`src/verilog/mcast_pkg.sv`:
```
// shared constants, types and helpers for the multicast group lookup
//------------------------------------------------------------------------------
// Overview of operation
// each ingress port looks up destination ID plus TT against its table
// eight multicast entries, copied in ingress lookup and replication engine
// an entry matches a 16-bit ID with TT=0 or 8-bit ID with TT=1
// a group hit forwards the packet to the replication engine
// copies go to every mask port except the arrival port
// a miss falls through to unicast lookup
// mask writes beyond the supported mask count are silently ignored
// add or remove of a port number above 15 is silently dropped
// disabled or powered-down ports are added and removed like any port
// software writes ID and mask number before the association write
// association command 11 with width selector binds the ID to the mask
// one ID per mask; the latest association sets ID and TT
// ports may be removed from a mask while it is bound
// copies still go to faulty or powered-down mask members
// a group is deleted by breaking its ID to mask binding
// write-to-verify reports whether an ID and TT pair is bound
// empty mask, or only the arrival port, means silent discard
// configuration word holds ID in upper half, mask number in low bits
// association words E0 for 16-bit IDs, 60 for 8-bit IDs
// per mask, the set-up write precedes its association write
// multicast IDs share the unicast destination ID and TT space
// command 10 removes the binding, ignoring present and port fields
// mask word 40 empties a mask; 0610 adds port 6 to mask 0
// every write updates ingress and engine table copies together
//------------------------------------------------------------------------------
package mcast_pkg;
	localparam int NUM_PORTS = 16;
	localparam int GROUP_ENTRIES = 8;
	localparam int GROUP_W = 3;
	localparam int PORT_W = 4;
	localparam int ID_W = 16;
	localparam int MAX_MASKS_DEF = 8;
	// register offsets, low address nibble
	localparam logic [3:0] OFS_MASK_CFG = 4'h0;
	localparam logic [3:0] OFS_DESTID_CFG = 4'h4;
	localparam logic [3:0] OFS_ASSOC = 4'h8;
	localparam logic [3:0] OFS_INFO = 4'hC;
	// mask configuration word fields
	localparam int MCFG_MASK_LSB = 16;
	localparam int MCFG_PORT_LSB = 8;
	localparam int MCFG_CMD_LSB = 4;
	localparam int PRESENT_BIT = 0;
	localparam logic [2:0] MCMD_VERIFY = 3'h0;
	localparam logic [2:0] MCMD_ADD = 3'h1;
	localparam logic [2:0] MCMD_DEL = 3'h2;
	localparam logic [2:0] MCMD_DEL_ALL = 3'h4;
	localparam logic [2:0] MCMD_ADD_ALL = 3'h5;
	localparam logic [7:0] LAST_PORT = 8'h0F;
	// destination ID configuration word fields
	localparam int DCFG_ID_LSB = 16;
	// association word fields
	localparam int ASSOC_LARGE_BIT = 7;
	localparam int ASSOC_CMD_LSB = 5;
	localparam logic [1:0] ACMD_VERIFY = 2'h0;
	localparam logic [1:0] ACMD_REMOVE = 2'h2;
	localparam logic [1:0] ACMD_BIND = 2'h3;
	// TT codes stored in an entry
	localparam logic TT_16 = 1'b0;
	localparam logic TT_8 = 1'b1;
	// bus answers and reset values
	localparam logic [1:0] RESP_OKAY = 2'h0;
	localparam logic [1:0] RESP_SLVERR = 2'h2;
	localparam logic [31:0] WORD_RESET = 32'h00000000;

	typedef struct packed {
		logic valid;
		logic tt;
		logic [ID_W-1:0] id;
	} entry_t;

	typedef struct packed {
		logic [ID_W-1:0] destId;
		logic tt;
		logic [PORT_W-1:0] ingress;
	} pkt_t;

	typedef struct packed {
		logic multicast;
		logic drop;
		logic [GROUP_W-1:0] group;
		logic [PORT_W-1:0] ingress;
		logic [NUM_PORTS-1:0] vector;
	} fwd_t;

	// one entry against one ID/TT pair; 8-bit IDs compare low byte only
	function automatic logic entryHit(entry_t e, logic [ID_W-1:0] id,
		logic tt);
		logic idEq;
		idEq = (tt == TT_8) ? (e.id[7:0] == id[7:0]) : (e.id == id);
		return e.valid && (e.tt == tt) && idEq;
	endfunction
endpackage

```
`src/verilog/group_match.sv`:
```
// priority matcher over one copy of the multicast group table
`timescale 1ns/1ps
module group_match #(
	parameter int ENTRIES = mcast_pkg::GROUP_ENTRIES
) (
	input wire mcast_pkg::entry_t [ENTRIES-1:0] groups,
	input wire logic [mcast_pkg::ID_W-1:0] destId,
	input wire logic tt,
	output logic hit,
	output logic [mcast_pkg::GROUP_W-1:0] index
);
	logic [ENTRIES-1:0] entryHits;

	//--------------------------------------------------------------------
	// per-entry compare
	//--------------------------------------------------------------------
	// same ID/TT space as unicast, so a miss is simply unicast
	for (genvar g = 0; g < ENTRIES; g++)
	begin : gen_cmp
		assign entryHits[g] = mcast_pkg::entryHit(groups[g], destId, tt);
	end

	//--------------------------------------------------------------------
	// lowest entry wins
	//--------------------------------------------------------------------
	// bindings are kept unique and TT must match, so no two entries hit one lookup
	always_comb
	begin
		hit = |entryHits;
		index = '0;
		for (int i = ENTRIES - 1; i >= 0; i--)
		begin
			if (entryHits[i])
				index = mcast_pkg::GROUP_W'(i);
		end
	end
endmodule // group_match

```
`src/verilog/multicast_group_lookup.sv`:
```
// multicast group lookup with AXI4-Lite configuration registers
//
// The AXI4-Lite interface to the registers and the register offsets were chosen for this implementation.
`timescale 1ns/1ps
module multicast_group_lookup #(
	parameter int MAX_MASKS = mcast_pkg::MAX_MASKS_DEF,
	parameter int ADDR_W = 12
) (
	input wire logic clock,
	input wire logic rst_n,
	input wire logic [ADDR_W-1:0] awaddr,
	input wire logic awvalid,
	output logic awready,
	input wire logic [31:0] wdata,
	input wire logic [3:0] wstrb,
	input wire logic wvalid,
	output logic wready,
	output logic [1:0] bresp,
	output logic bvalid,
	input wire logic bready,
	input wire logic [ADDR_W-1:0] araddr,
	input wire logic arvalid,
	output logic arready,
	output logic [31:0] rdata,
	output logic [1:0] rresp,
	output logic rvalid,
	input wire logic rready,
	input wire logic pktValid,
	input wire mcast_pkg::pkt_t pkt,
	output logic fwdValid,
	output mcast_pkg::fwd_t fwd
);
	localparam int ENT = mcast_pkg::GROUP_ENTRIES;
	localparam int NP = mcast_pkg::NUM_PORTS;
	localparam logic [15:0] MASK_LIMIT = 16'(MAX_MASKS);

	// bus slave state
	logic awready_reg, wready_reg, bvalid_reg, arready_reg, rvalid_reg;
	logic [1:0] bresp_reg, rresp_reg;
	logic [31:0] rdata_reg;
	logic [ADDR_W-1:0] awAddr_reg;
	logic [31:0] wData_reg;
	logic [3:0] wStrb_reg;
	// configuration state
	logic [31:0] maskCfg_reg, destIdCfg_reg, assocCfg_reg;
	logic presentFlag_reg, bindingValidFlag_reg;
	mcast_pkg::entry_t [ENT-1:0] ingTable_reg, engTable_reg, table_next;
	logic [ENT-1:0][NP-1:0] engMask_reg;
	// lookup pipeline
	logic s1Valid_reg, s1Hit_reg;
	mcast_pkg::pkt_t s1Pkt_reg;
	logic fwdValid_reg;
	mcast_pkg::fwd_t fwd_reg;

	//--------------------------------------------------------------------
	// write decode
	//--------------------------------------------------------------------
	logic wrFire, wrFull, wrMapped, wrMask, wrDest, wrAssoc;
	logic [15:0] cfgMaskNum, destMaskNum;
	logic [7:0] cfgPort;
	logic [2:0] cfgCmd;
	logic [1:0] assocCmd;
	logic assocLarge, cfgMaskOk, destMaskOk;
	logic [mcast_pkg::GROUP_W-1:0] cfgIdx, destIdx;
	logic [15:0] destId;
	logic destTt;

	// a write fires once address and data are both held
	assign wrFire = !awready_reg && !wready_reg && !bvalid_reg;
	// command registers act only on whole-word writes
	assign wrFull = (wStrb_reg == 4'hF);
	assign wrMapped = (awAddr_reg[ADDR_W-1:4] == '0) &&
		(awAddr_reg[1:0] == 2'h0);
	assign wrMask = wrFire && wrFull && wrMapped &&
		(awAddr_reg[3:0] == mcast_pkg::OFS_MASK_CFG);
	assign wrDest = wrFire && wrFull && wrMapped &&
		(awAddr_reg[3:0] == mcast_pkg::OFS_DESTID_CFG);
	assign wrAssoc = wrFire && wrFull && wrMapped &&
		(awAddr_reg[3:0] == mcast_pkg::OFS_ASSOC);

	// mask word: mask number up top, port and command below
	assign cfgMaskNum = wData_reg[mcast_pkg::MCFG_MASK_LSB +: 16];
	assign cfgPort = wData_reg[mcast_pkg::MCFG_PORT_LSB +: 8];
	assign cfgCmd = wData_reg[mcast_pkg::MCFG_CMD_LSB +: 3];
	assign cfgMaskOk = (cfgMaskNum < MASK_LIMIT);
	assign cfgIdx = cfgMaskNum[mcast_pkg::GROUP_W-1:0];

	// set-up word: ID in upper half, mask number in low bits
	assign destId = destIdCfg_reg[mcast_pkg::DCFG_ID_LSB +: 16];
	assign destMaskNum = destIdCfg_reg[15:0];
	assign destMaskOk = (destMaskNum < MASK_LIMIT);
	assign destIdx = destMaskNum[mcast_pkg::GROUP_W-1:0];
	assign assocCmd = wData_reg[mcast_pkg::ASSOC_CMD_LSB +: 2];
	assign assocLarge = wData_reg[mcast_pkg::ASSOC_LARGE_BIT];
	assign destTt = assocLarge ? mcast_pkg::TT_16 : mcast_pkg::TT_8;

	//--------------------------------------------------------------------
	// AXI4-Lite write channels
	//--------------------------------------------------------------------
	// address and data taken in either order, one write in flight
	always_ff @(posedge clock or negedge rst_n)
	begin
		if (!rst_n)
		begin
			awready_reg <= 1'b1;
			wready_reg <= 1'b1;
			bvalid_reg <= 1'b0;
			bresp_reg <= mcast_pkg::RESP_OKAY;
			awAddr_reg <= '0;
			wData_reg <= mcast_pkg::WORD_RESET;
			wStrb_reg <= 4'h0;
		end
		else
		begin
			if (awvalid && awready_reg)
			begin
				awAddr_reg <= awaddr;
				awready_reg <= 1'b0;
			end
			if (wvalid && wready_reg)
			begin
				wData_reg <= wdata;
				wStrb_reg <= wstrb;
				wready_reg <= 1'b0;
			end
			if (wrFire)
			begin
				bvalid_reg <= 1'b1;
				bresp_reg <= wrMapped ? mcast_pkg::RESP_OKAY :
					mcast_pkg::RESP_SLVERR;
			end
			else if (bvalid_reg && bready)
			begin
				bvalid_reg <= 1'b0;
				awready_reg <= 1'b1;
				wready_reg <= 1'b1;
			end
		end
	end

	//--------------------------------------------------------------------
	// AXI4-Lite read channel
	//--------------------------------------------------------------------
	logic rdMapped;
	logic [31:0] rdWord;

	assign rdMapped = (araddr[ADDR_W-1:4] == '0) && (araddr[1:0] == 2'h0);

	// mask and association read words carry the verify results in bit 0
	always_comb
	begin
		rdWord = mcast_pkg::WORD_RESET;
		unique case (araddr[3:0])
			mcast_pkg::OFS_MASK_CFG:
				rdWord = {maskCfg_reg[31:1], presentFlag_reg};
			mcast_pkg::OFS_DESTID_CFG:
				rdWord = destIdCfg_reg;
			mcast_pkg::OFS_ASSOC:
				rdWord = {assocCfg_reg[31:1], bindingValidFlag_reg};
			mcast_pkg::OFS_INFO:
				rdWord = {16'h0000, MASK_LIMIT}; // mask-count capability
			default:
				rdWord = mcast_pkg::WORD_RESET;
		endcase
		if (!rdMapped)
			rdWord = mcast_pkg::WORD_RESET;
	end

	always_ff @(posedge clock or negedge rst_n)
	begin
		if (!rst_n)
		begin
			arready_reg <= 1'b1;
			rvalid_reg <= 1'b0;
			rdata_reg <= mcast_pkg::WORD_RESET;
			rresp_reg <= mcast_pkg::RESP_OKAY;
		end
		else if (arvalid && arready_reg)
		begin
			arready_reg <= 1'b0;
			rvalid_reg <= 1'b1;
			rdata_reg <= rdWord;
			rresp_reg <= rdMapped ? mcast_pkg::RESP_OKAY :
				mcast_pkg::RESP_SLVERR;
		end
		else if (rvalid_reg && rready)
		begin
			rvalid_reg <= 1'b0;
			arready_reg <= 1'b1;
		end
	end

	//--------------------------------------------------------------------
	// configuration words and verify flags
	//--------------------------------------------------------------------
	// verify results are taken when the command is written, read later
	always_ff @(posedge clock or negedge rst_n)
	begin
		if (!rst_n)
		begin
			maskCfg_reg <= mcast_pkg::WORD_RESET;
			destIdCfg_reg <= mcast_pkg::WORD_RESET;
			assocCfg_reg <= mcast_pkg::WORD_RESET;
			presentFlag_reg <= 1'b0;
			bindingValidFlag_reg <= 1'b0;
		end
		else
		begin
			if (wrMask)
			begin
				maskCfg_reg <= wData_reg;
				presentFlag_reg <= (cfgCmd == mcast_pkg::MCMD_VERIFY) &&
					cfgMaskOk && (cfgPort <= mcast_pkg::LAST_PORT) &&
					engMask_reg[cfgIdx][cfgPort[3:0]];
			end
			if (wrDest)
				destIdCfg_reg <= wData_reg;
			if (wrAssoc)
			begin
				assocCfg_reg <= wData_reg;
				bindingValidFlag_reg <= (assocCmd == mcast_pkg::ACMD_VERIFY) &&
					destMaskOk &&
					mcast_pkg::entryHit(engTable_reg[destIdx], destId,
						destTt);
			end
		end
	end

	//--------------------------------------------------------------------
	// group table, one next value for both copies
	//--------------------------------------------------------------------
	// bind replaces the mask's ID and frees any other entry with the pair
	always_comb
	begin
		table_next = engTable_reg;
		if (wrAssoc && destMaskOk)
		begin
			if (assocCmd == mcast_pkg::ACMD_BIND)
			begin
				for (int i = 0; i < ENT; i++)
				begin
					if (mcast_pkg::entryHit(engTable_reg[i], destId, destTt))
						table_next[i].valid = 1'b0;
				end
				table_next[destIdx].valid = 1'b1;
				table_next[destIdx].tt = destTt;
				table_next[destIdx].id = destId;
			end
			else if (assocCmd == mcast_pkg::ACMD_REMOVE &&
				mcast_pkg::entryHit(engTable_reg[destIdx], destId, destTt))
				table_next[destIdx].valid = 1'b0;
		end
	end

	// both copies load together, so no lookup sees a half-made group
	always_ff @(posedge clock or negedge rst_n)
	begin
		if (!rst_n)
		begin
			ingTable_reg <= '0;
			engTable_reg <= '0;
		end
		else
		begin
			ingTable_reg <= table_next;
			engTable_reg <= table_next;
		end
	end

	//--------------------------------------------------------------------
	// port masks
	//--------------------------------------------------------------------
	// no port-state input: disabled ports are edited like any other
	always_ff @(posedge clock or negedge rst_n)
	begin
		if (!rst_n)
			engMask_reg <= '0;
		else if (wrMask && cfgMaskOk)
		begin
			unique case (cfgCmd)
				mcast_pkg::MCMD_ADD:
					if (cfgPort <= mcast_pkg::LAST_PORT)
						engMask_reg[cfgIdx][cfgPort[3:0]] <= 1'b1;
				mcast_pkg::MCMD_DEL:
					if (cfgPort <= mcast_pkg::LAST_PORT)
						engMask_reg[cfgIdx][cfgPort[3:0]] <= 1'b0;
				mcast_pkg::MCMD_DEL_ALL:
					engMask_reg[cfgIdx] <= '0;
				mcast_pkg::MCMD_ADD_ALL:
					engMask_reg[cfgIdx] <= '1;
				default:
					engMask_reg <= engMask_reg; // verify and reserved
			endcase
		end
	end

	//--------------------------------------------------------------------
	// lookup pipeline: ingress stage then replication engine stage
	//--------------------------------------------------------------------
	logic ingHit, engHit;
	logic [mcast_pkg::GROUP_W-1:0] ingIdx, engIdx;
	logic [NP-1:0] engVector;

	group_match #(.ENTRIES(ENT)) u_ingress_match (
		.groups(ingTable_reg),
		.destId(pkt.destId),
		.tt(pkt.tt),
		.hit(ingHit),
		.index(ingIdx)
	);

	group_match #(.ENTRIES(ENT)) u_engine_match (
		.groups(engTable_reg),
		.destId(s1Pkt_reg.destId),
		.tt(s1Pkt_reg.tt),
		.hit(engHit),
		.index(engIdx)
	);

	// arrival port always struck out; port health is not consulted
	assign engVector = engMask_reg[engIdx] &
		~(16'h0001 << s1Pkt_reg.ingress);

	always_ff @(posedge clock or negedge rst_n)
	begin
		if (!rst_n)
		begin
			s1Valid_reg <= 1'b0;
			s1Hit_reg <= 1'b0;
			s1Pkt_reg <= '0;
			fwdValid_reg <= 1'b0;
			fwd_reg <= '0;
		end
		else
		begin
			s1Valid_reg <= pktValid;
			s1Hit_reg <= ingHit;
			s1Pkt_reg <= pkt;
			fwdValid_reg <= s1Valid_reg;
			fwd_reg.multicast <= s1Hit_reg;
			fwd_reg.ingress <= s1Pkt_reg.ingress;
			fwd_reg.group <= engIdx;
			fwd_reg.vector <= (s1Hit_reg && engHit) ? engVector : '0;
			// unbound in between, or nothing left to send to: discard
			fwd_reg.drop <= s1Hit_reg &&
				(!engHit || engVector == '0);
		end
	end

	assign awready = awready_reg;
	assign wready = wready_reg;
	assign bvalid = bvalid_reg;
	assign bresp = bresp_reg;
	assign arready = arready_reg;
	assign rvalid = rvalid_reg;
	assign rdata = rdata_reg;
	assign rresp = rresp_reg;
	assign fwdValid = fwdValid_reg;
	assign fwd = fwd_reg;
endmodule // multicast_group_lookup

```
`config.mk`:
```
export PLATFORM = sky130hd
export DESIGN_NAME = multicast_group_lookup
export DESIGN_NICKNAME = d
export VERILOG_FILES = /design/src/verilog/mcast_pkg.sv /design/src/verilog/group_match.sv /design/src/verilog/multicast_group_lookup.sv
export SDC_FILE = /design/constraint.sdc
export NUM_CORES = 1
export LEC_CHECK = 0
export CAP_MARGIN = 0
export CORE_UTILIZATION = 50
export CTS_BUF_LIST = sky130_fd_sc_hd__clkbuf_4 sky130_fd_sc_hd__clkbuf_8
export DETAILED_ROUTE_END_ITERATION = 6
export DONT_BUFFER_PORTS = 1
export MAX_ROUTING_LAYER = met4
export PLACE_DENSITY = 0.61
export SETUP_SLACK_MARGIN = 0.02
export SYNTH_ARGS = -nofsm -noshare
export SYNTH_HDL_FRONTEND = slang
export SYNTH_SLANG_ARGS = --single-unit
```
`constraint.sdc`:
```
create_clock -name clock -period 9.7 [get_ports clock]
set_clock_uncertainty 0.15 [all_clocks]
set_input_delay 0 -clock clock [delete_from_list [all_inputs] [get_ports clock]]
set_output_delay 0 -clock clock [all_outputs]
set_load 0.005 [all_outputs]
```
======== Word level (Yosys, flattened, before mapping) ========
Index checks and enable logic that the tools add are counted.
cells by class
  magnitude comparators ................... 10
  eq/ne operators ......................... 89
  shifts and indexed selects .............. 1
  muxes and demuxes ....................... 104
  bitwise logic cells ..................... 8
  reductions and logical operators ........ 99
operators by type and width
  cell                 number
  $bwmux 144           4
  $pmux 128 s4         1
  $eq 16x16->1         25
  $mux 144             2
  $and 128x128->128    2
  $mux 128             2
  $not 128->128        2
  $or 128x128->128     2
  $eq 8x8->1           25
  $demux 18 s3         3
  $pmux 32 s4          1
  $bmux 16 s3          2
  $demux 16 s3         2
  $mux 16              6
  $logic_and 1x1->1    77
  $mux 1               64
  $bmux 18 s3          1
  $mux 18              2
  $lt 16x4->1 const B  2
  $mux 32              1
  $eq 1x1->1           25
  $mux 3               8
  $mux 17              1
  $and 16x16->16       1
  other kinds (29)     50
word-level totals
  register bits after elaboration ......... 508
  input bits .............................. 89
  output and inout bits ................... 67
  word-level logic and storage cells ...... 370

======== Logic depth before layout (Yosys ltp) ========
  depth after elaboration ................. 17
  mapped depth ............................ 17

======== Cells and area by module ========
A second synthesis with hierarchy kept.
second synthesis, totals
  cell total of the unflattened synthesis .. 2739
  area total of the unflattened synthesis .. 28919.0 um^2
by module, submodules not included
  module                  times used  cells each  area an instance (um^2)  seq. area each (um^2)
  multicast_group_lookup  1           2293        25320.5                  12615.8
  group_match             2           223         1799.2                   0.0

======== Least setup slack after synthesis ========
No wires, ideal clock.
  path type ............................... reg-to-reg
  start ................................... register s1Pkt_reg[15] in the netlist's numbering
  end ..................................... register fwd_reg (netlist bit fwd[23])
  setup time .............................. 76 ps
  arrival time ............................ 3143 ps
  required time ........................... 9474 ps
  path slack .............................. 6330 ps
  stages on the path, launching flop included .. 15
  path buffers ............................ 2
  clock period less this slack ............ 3370 ps
  cells stage by stage .................... dfrtp_1 buf_6 xor2_1 nor4_1 a21oi_1 or4_4 a21oi_1 o21bai_1 a21o_1 buf_6 mux4_2 or2_1 a2111oi_2 nand4b_1 o21ai_1
on the way
  longest elaborated chain between the ends .. 17
  elaborated cells between the ends (all ways) .. 40
  classes of those cells .................. 8 x eq/ne; 18 x mux; 1 x bitwise; 13 x reduce/logical
ends and longest elaborated chain
  element                        line                           text
  start, declared                multicast_group_lookup.sv:51   mcast_pkg::pkt_t s1Pkt_reg;
  start signal, assigned         multicast_group_lookup.sv:338  s1Pkt_reg <= pkt;
  $eq 16x16->1                   mcast_pkg.sv:92                idEq = (tt == TT_8) ? (e.id[7:0] == id[7:0]) : (e.id == id);
  $mux 1                         mcast_pkg.sv:92
  $logic_and 1x1->1              mcast_pkg.sv:93                return e.valid && (e.tt == tt) && idEq;
  $mux 3 (8 in a row)            group_match.sv:33              if (entryHits[i])
  $bmux 16 s3                    multicast_group_lookup.sv:321  assign engVector = engMask_reg[engIdx] &
  $mux 16 (not written as such)  multicast_group_lookup.sv:321
  $and 16x16->16                 multicast_group_lookup.sv:321
  $logic_not 16->1               multicast_group_lookup.sv:346  (!engHit || engVector == '0);
  $logic_or 1x1->1 *             multicast_group_lookup.sv:346
  $logic_and 1x1->1 *            multicast_group_lookup.sv:345  fwd_reg.drop <= s1Hit_reg &&
  end, declared                  multicast_group_lookup.sv:53   mcast_pkg::fwd_t fwd_reg;
Mark *: on every way between the ends. The rest lies on a longest branch, timed or not. The select of a mux whose other input is x is not followed.
A chain may end at the register's enable or synchronous reset.

======== Final worst setup path ========
  start ................................... register s1Pkt_reg[4] in the netlist's numbering
  end ..................................... register fwd_reg (netlist bit fwd[23])
on the way
  longest elaborated chain between the ends .. 17
  elaborated cells between the ends (all ways) .. 48
  classes of those cells .................. 8 x eq/ne; 18 x mux; 1 x bitwise; 21 x reduce/logical
ends and longest elaborated chain
  element                         line
  $eq 1x1->1                      mcast_pkg.sv:93
  $logic_and 1x1->1 (2 in a row)  mcast_pkg.sv:93
  $mux 3 (8 in a row)             group_match.sv:33
  $bmux 16 s3                     multicast_group_lookup.sv:321
  $mux 16 (not written as such)   multicast_group_lookup.sv:321
  $and 16x16->16                  multicast_group_lookup.sv:321
  $logic_not 16->1                multicast_group_lookup.sv:346
  $logic_or 1x1->1 *              multicast_group_lookup.sv:346
  $logic_and 1x1->1 *             multicast_group_lookup.sv:345
Marked as above.

==> metrics.txt <==
Hold Path Class input port to asynchronous set/reset pin; DIE HEIGHT 239.6 µm; crit path max fanout 27; max-slew violations approximately 370; Seq pwr share 0.412; WP buf/inv 0; pin count of the biggest net entering global routing just over 500; Inst Count DP 3316; WL/cell between 20 and 30 µm; Clk pwr share 0.356; cts repair resizes 0; Synth top area share 0.4443; # nets final 2914; initial antenna violation count 1; H-tree levels 3; final RePlAce weighted congestion between 1 and 1.5; f_max 203.9 MHz; post-synthesis sequential area ratio 0.4471; Yosys reg bits 504; row count 86; CP dominant cell by count nor3_1; GRT Overall Usage 0.3739; Synth Flop Type dfrtp_1; most frequent cell after synthesis dfrtp_1; routed vias 23868; DRC 19; cts hold-fix bufs 167; Pleak 14.16 nW; maximum vdd drop 249.3 µV; max reg flops 144; first drt pass iteration count 7; switching power 1.981 mW; power per cell area between 150 and 200 nW/µm²; first-pass GRT wire length 155000 µm; post-synth top area cell dfrtp_1; Fill cells 4682; cells after synthesis 2734; largest buffer count on any clock path 3; ys async rst share 1.000; Port Buf Inserts 0; Hold Slack -1147 ps; clk slew on worst S/H paths 60 ps; Critical Path RT approximately 10000 ps; vias in the first global route around 24000; Slew HR -0.7075; CTS tree built; Slowest-stage cell, CP dfrtp_1; Post-synth top cells dfrtp_1 (501), o21ai_0 (313), mux2_2 (287); failing checks design-rule violations, negative hold slack, max-slew violations; cells along the critical path xnor2_1 > nand4_1 > nor3_1 > o21ai_0 > a21oi_1 > or2_1 > nor2_1 > a22o_1 > nor3_1 > nor3_1 > nand4b_1 > o21ai_1; Clock Sinks 504; top post-synthesis cells by area dfrtp_1 (44%), mux2_2 (11%), xnor2_1 (7.6%); Netlist cell types 70; worst reg2reg setup slack 4800 ps; reg-to-reg critical path startpoint s1Pkt_reg[4]$_DFF_PN0_; Initial Util 0.5092; Final Hold Viols 504; average vias per placed instance around 6.6; final worst path period share 0.5055; Crit Path Category flip-flop to flip-flop; post-CTS setup buffers 0; Mapped Area between 20000 and 30000 µm²; RSZ-0062 raised after global routing false; status finished with violations; total congestion overflow 0; Clock Latency Late Sink between 700 and 800 ps; Post-Route WL approximately 100000 µm; number of flops mapped to enable cells by yosys 0; io pins approximately 160; Final setup viols 0; Pint between 3 and 4 mW; CTS root buf clkbuf_8; sw frac 0.3334; setup TNS 0 ps; Die X about 240 µm; worst r2r path cells 12; die area 57390 µm²; DR iter-0 viols between 2000 and 3000; final cell count without fillers 3640; Area growth syn-to-layout 14.33%; Detailed Place HPWL 66510 µm; Critical Path End Type flip-flop; cell family with most CP delay simple AND/OR/NAND/NOR gates; CP arrival 5320 ps; Worst-Margin Slew 2561 ps; Max-cap violations 0; min cycle time layout about 4900 ps; max incr delay on CP 990 ps; layout cells sized above 1 0.1861; total CTS buffers 88; crit start category flip-flop; combinational share of power 0.232; RR Endpoint fwd[23]$_DFF_PN0_; Final ANT Viol Nets 0; Core Box Area 55420 µm²; YS warnings 0; syn_area_per_cell between 10 and 15 µm²
[worst max-delay path by stage]
stage,start,end,slack [ps],cells after the start
after floorplan,s1Pkt_reg[15]$_DFF_PN0_,fwd[23]$_DFF_PN0_,6330,14
after global placement,s1Pkt_reg[4]$_DFF_PN0_,fwd[23]$_DFF_PN0_,5080,12
after detailed placement,s1Pkt_reg[4]$_DFF_PN0_,fwd[23]$_DFF_PN0_,4990,12
after CTS,s1Pkt_reg[4]$_DFF_PN0_,fwd[23]$_DFF_PN0_,4970,12
after global routing,s1Pkt_reg[4]$_DFF_PN0_,fwd[23]$_DFF_PN0_,4420,12
final,s1Pkt_reg[4]$_DFF_PN0_,fwd[23]$_DFF_PN0_,4800,12
[power by group through the flow]
stage | logic [mW] | registers (mW) | clock network (mW)
2_1_floorplan | 0.853 | 2.33 | 0
3_3_place_gp | 1.09 | 2.46 | 0
3_5_place_dp | 1.10 | 2.47 | 0
4_1_cts | 1.31 | 2.44 | 2.14
5_1_grt | 1.44 | 2.46 | 2.23
6_report | 1.38 | 2.45 | 2.11
[cells by family after synthesis]
group | after synthesis | share of synthesized area
compound gates | 700 | 0.1459
xor+xnor | 418 | 0.1297
buf+inv | 222 | 0.03206
flops | 504 | 0.4471
mux | 358 | 0.1490
other cells | 1 | 0.0001329
simple gates | 531 | 0.09613
[placed cells by master, fill, tap and decap left out, drive strengths merged, types with 29 or more instances in the layout]
cell / count
dfrtp: 501
o21ai: 330
mux2: 287
xnor2: 246
xor2: 172
dlygate4sd3: 167
nand2: 150
a21oi: 150
clkbuf: 142
nor2: 85
nor4: 74
o22ai: 73
nand4: 69
mux2i: 50
buf: 40
nor3: 39
a222oi: 32
nand3: 29
[routing by layer]
metal | vias to the layer above | GRT usage | wire length, µm
met3 | 336 | 0.07480 | 9296
met4 | 0 | 0.1812 | 5567
li1 | 10151 | - | -
met1 | 11992 | 0.4861 | 41910
met2 | 1389 | 0.5584 | 46500
met5 | - | - | 0
[per-stage QoR]
| step | setup slack, ps | util | area (µm²) | power [mW] |
|---|---|---|---|---|
| 2_1_floorplan | 6330 | - | 28220 | 3.183 |
| 3_3_place_gp | 5082 | 0.5176 | 28680 | 3.551 |
| 3_5_place_dp | 4991 | 0.5176 | 28680 | 3.576 |
| 4_1_cts | 4966 | 0.5821 | 32260 | 5.890 |
| 5_1_grt | 4418 | 0.5822 | 32260 | 6.134 |
| 6_report | 4796 | 0.5822 | 32260 | 5.941 |
[area by class of cell]
type	instances	area, µm²	share of cell area
Multi-Input combinational cell	2009	14770	0.4579
Sequential cell	504	12620	0.3911
Timing Repair Buffer	207	1972	0.06112
Clock buffer	142	1748	0.05418
Tap cell	748	935.9	0.02901
Clock inverter	14	157.7	0.004887
Inverter	15	56.30	0.001745
Antenna cell	1	2.502	0.00007756
[worst reg2reg max path, cell delays in order, from the launching register on]
cell and delay (ps):
dfrtp_1 990, xnor2_1 240, nand4_1 120, nor3_1 430, o21ai_0 250, a21oi_1 520, or2_1 840, nor2_1 180
a22o_1 260, nor3_1 490, nor3_1 140, nand4b_1 130, o21ai_1 70
Note: power is estimated with default switching activity, not from simulation.
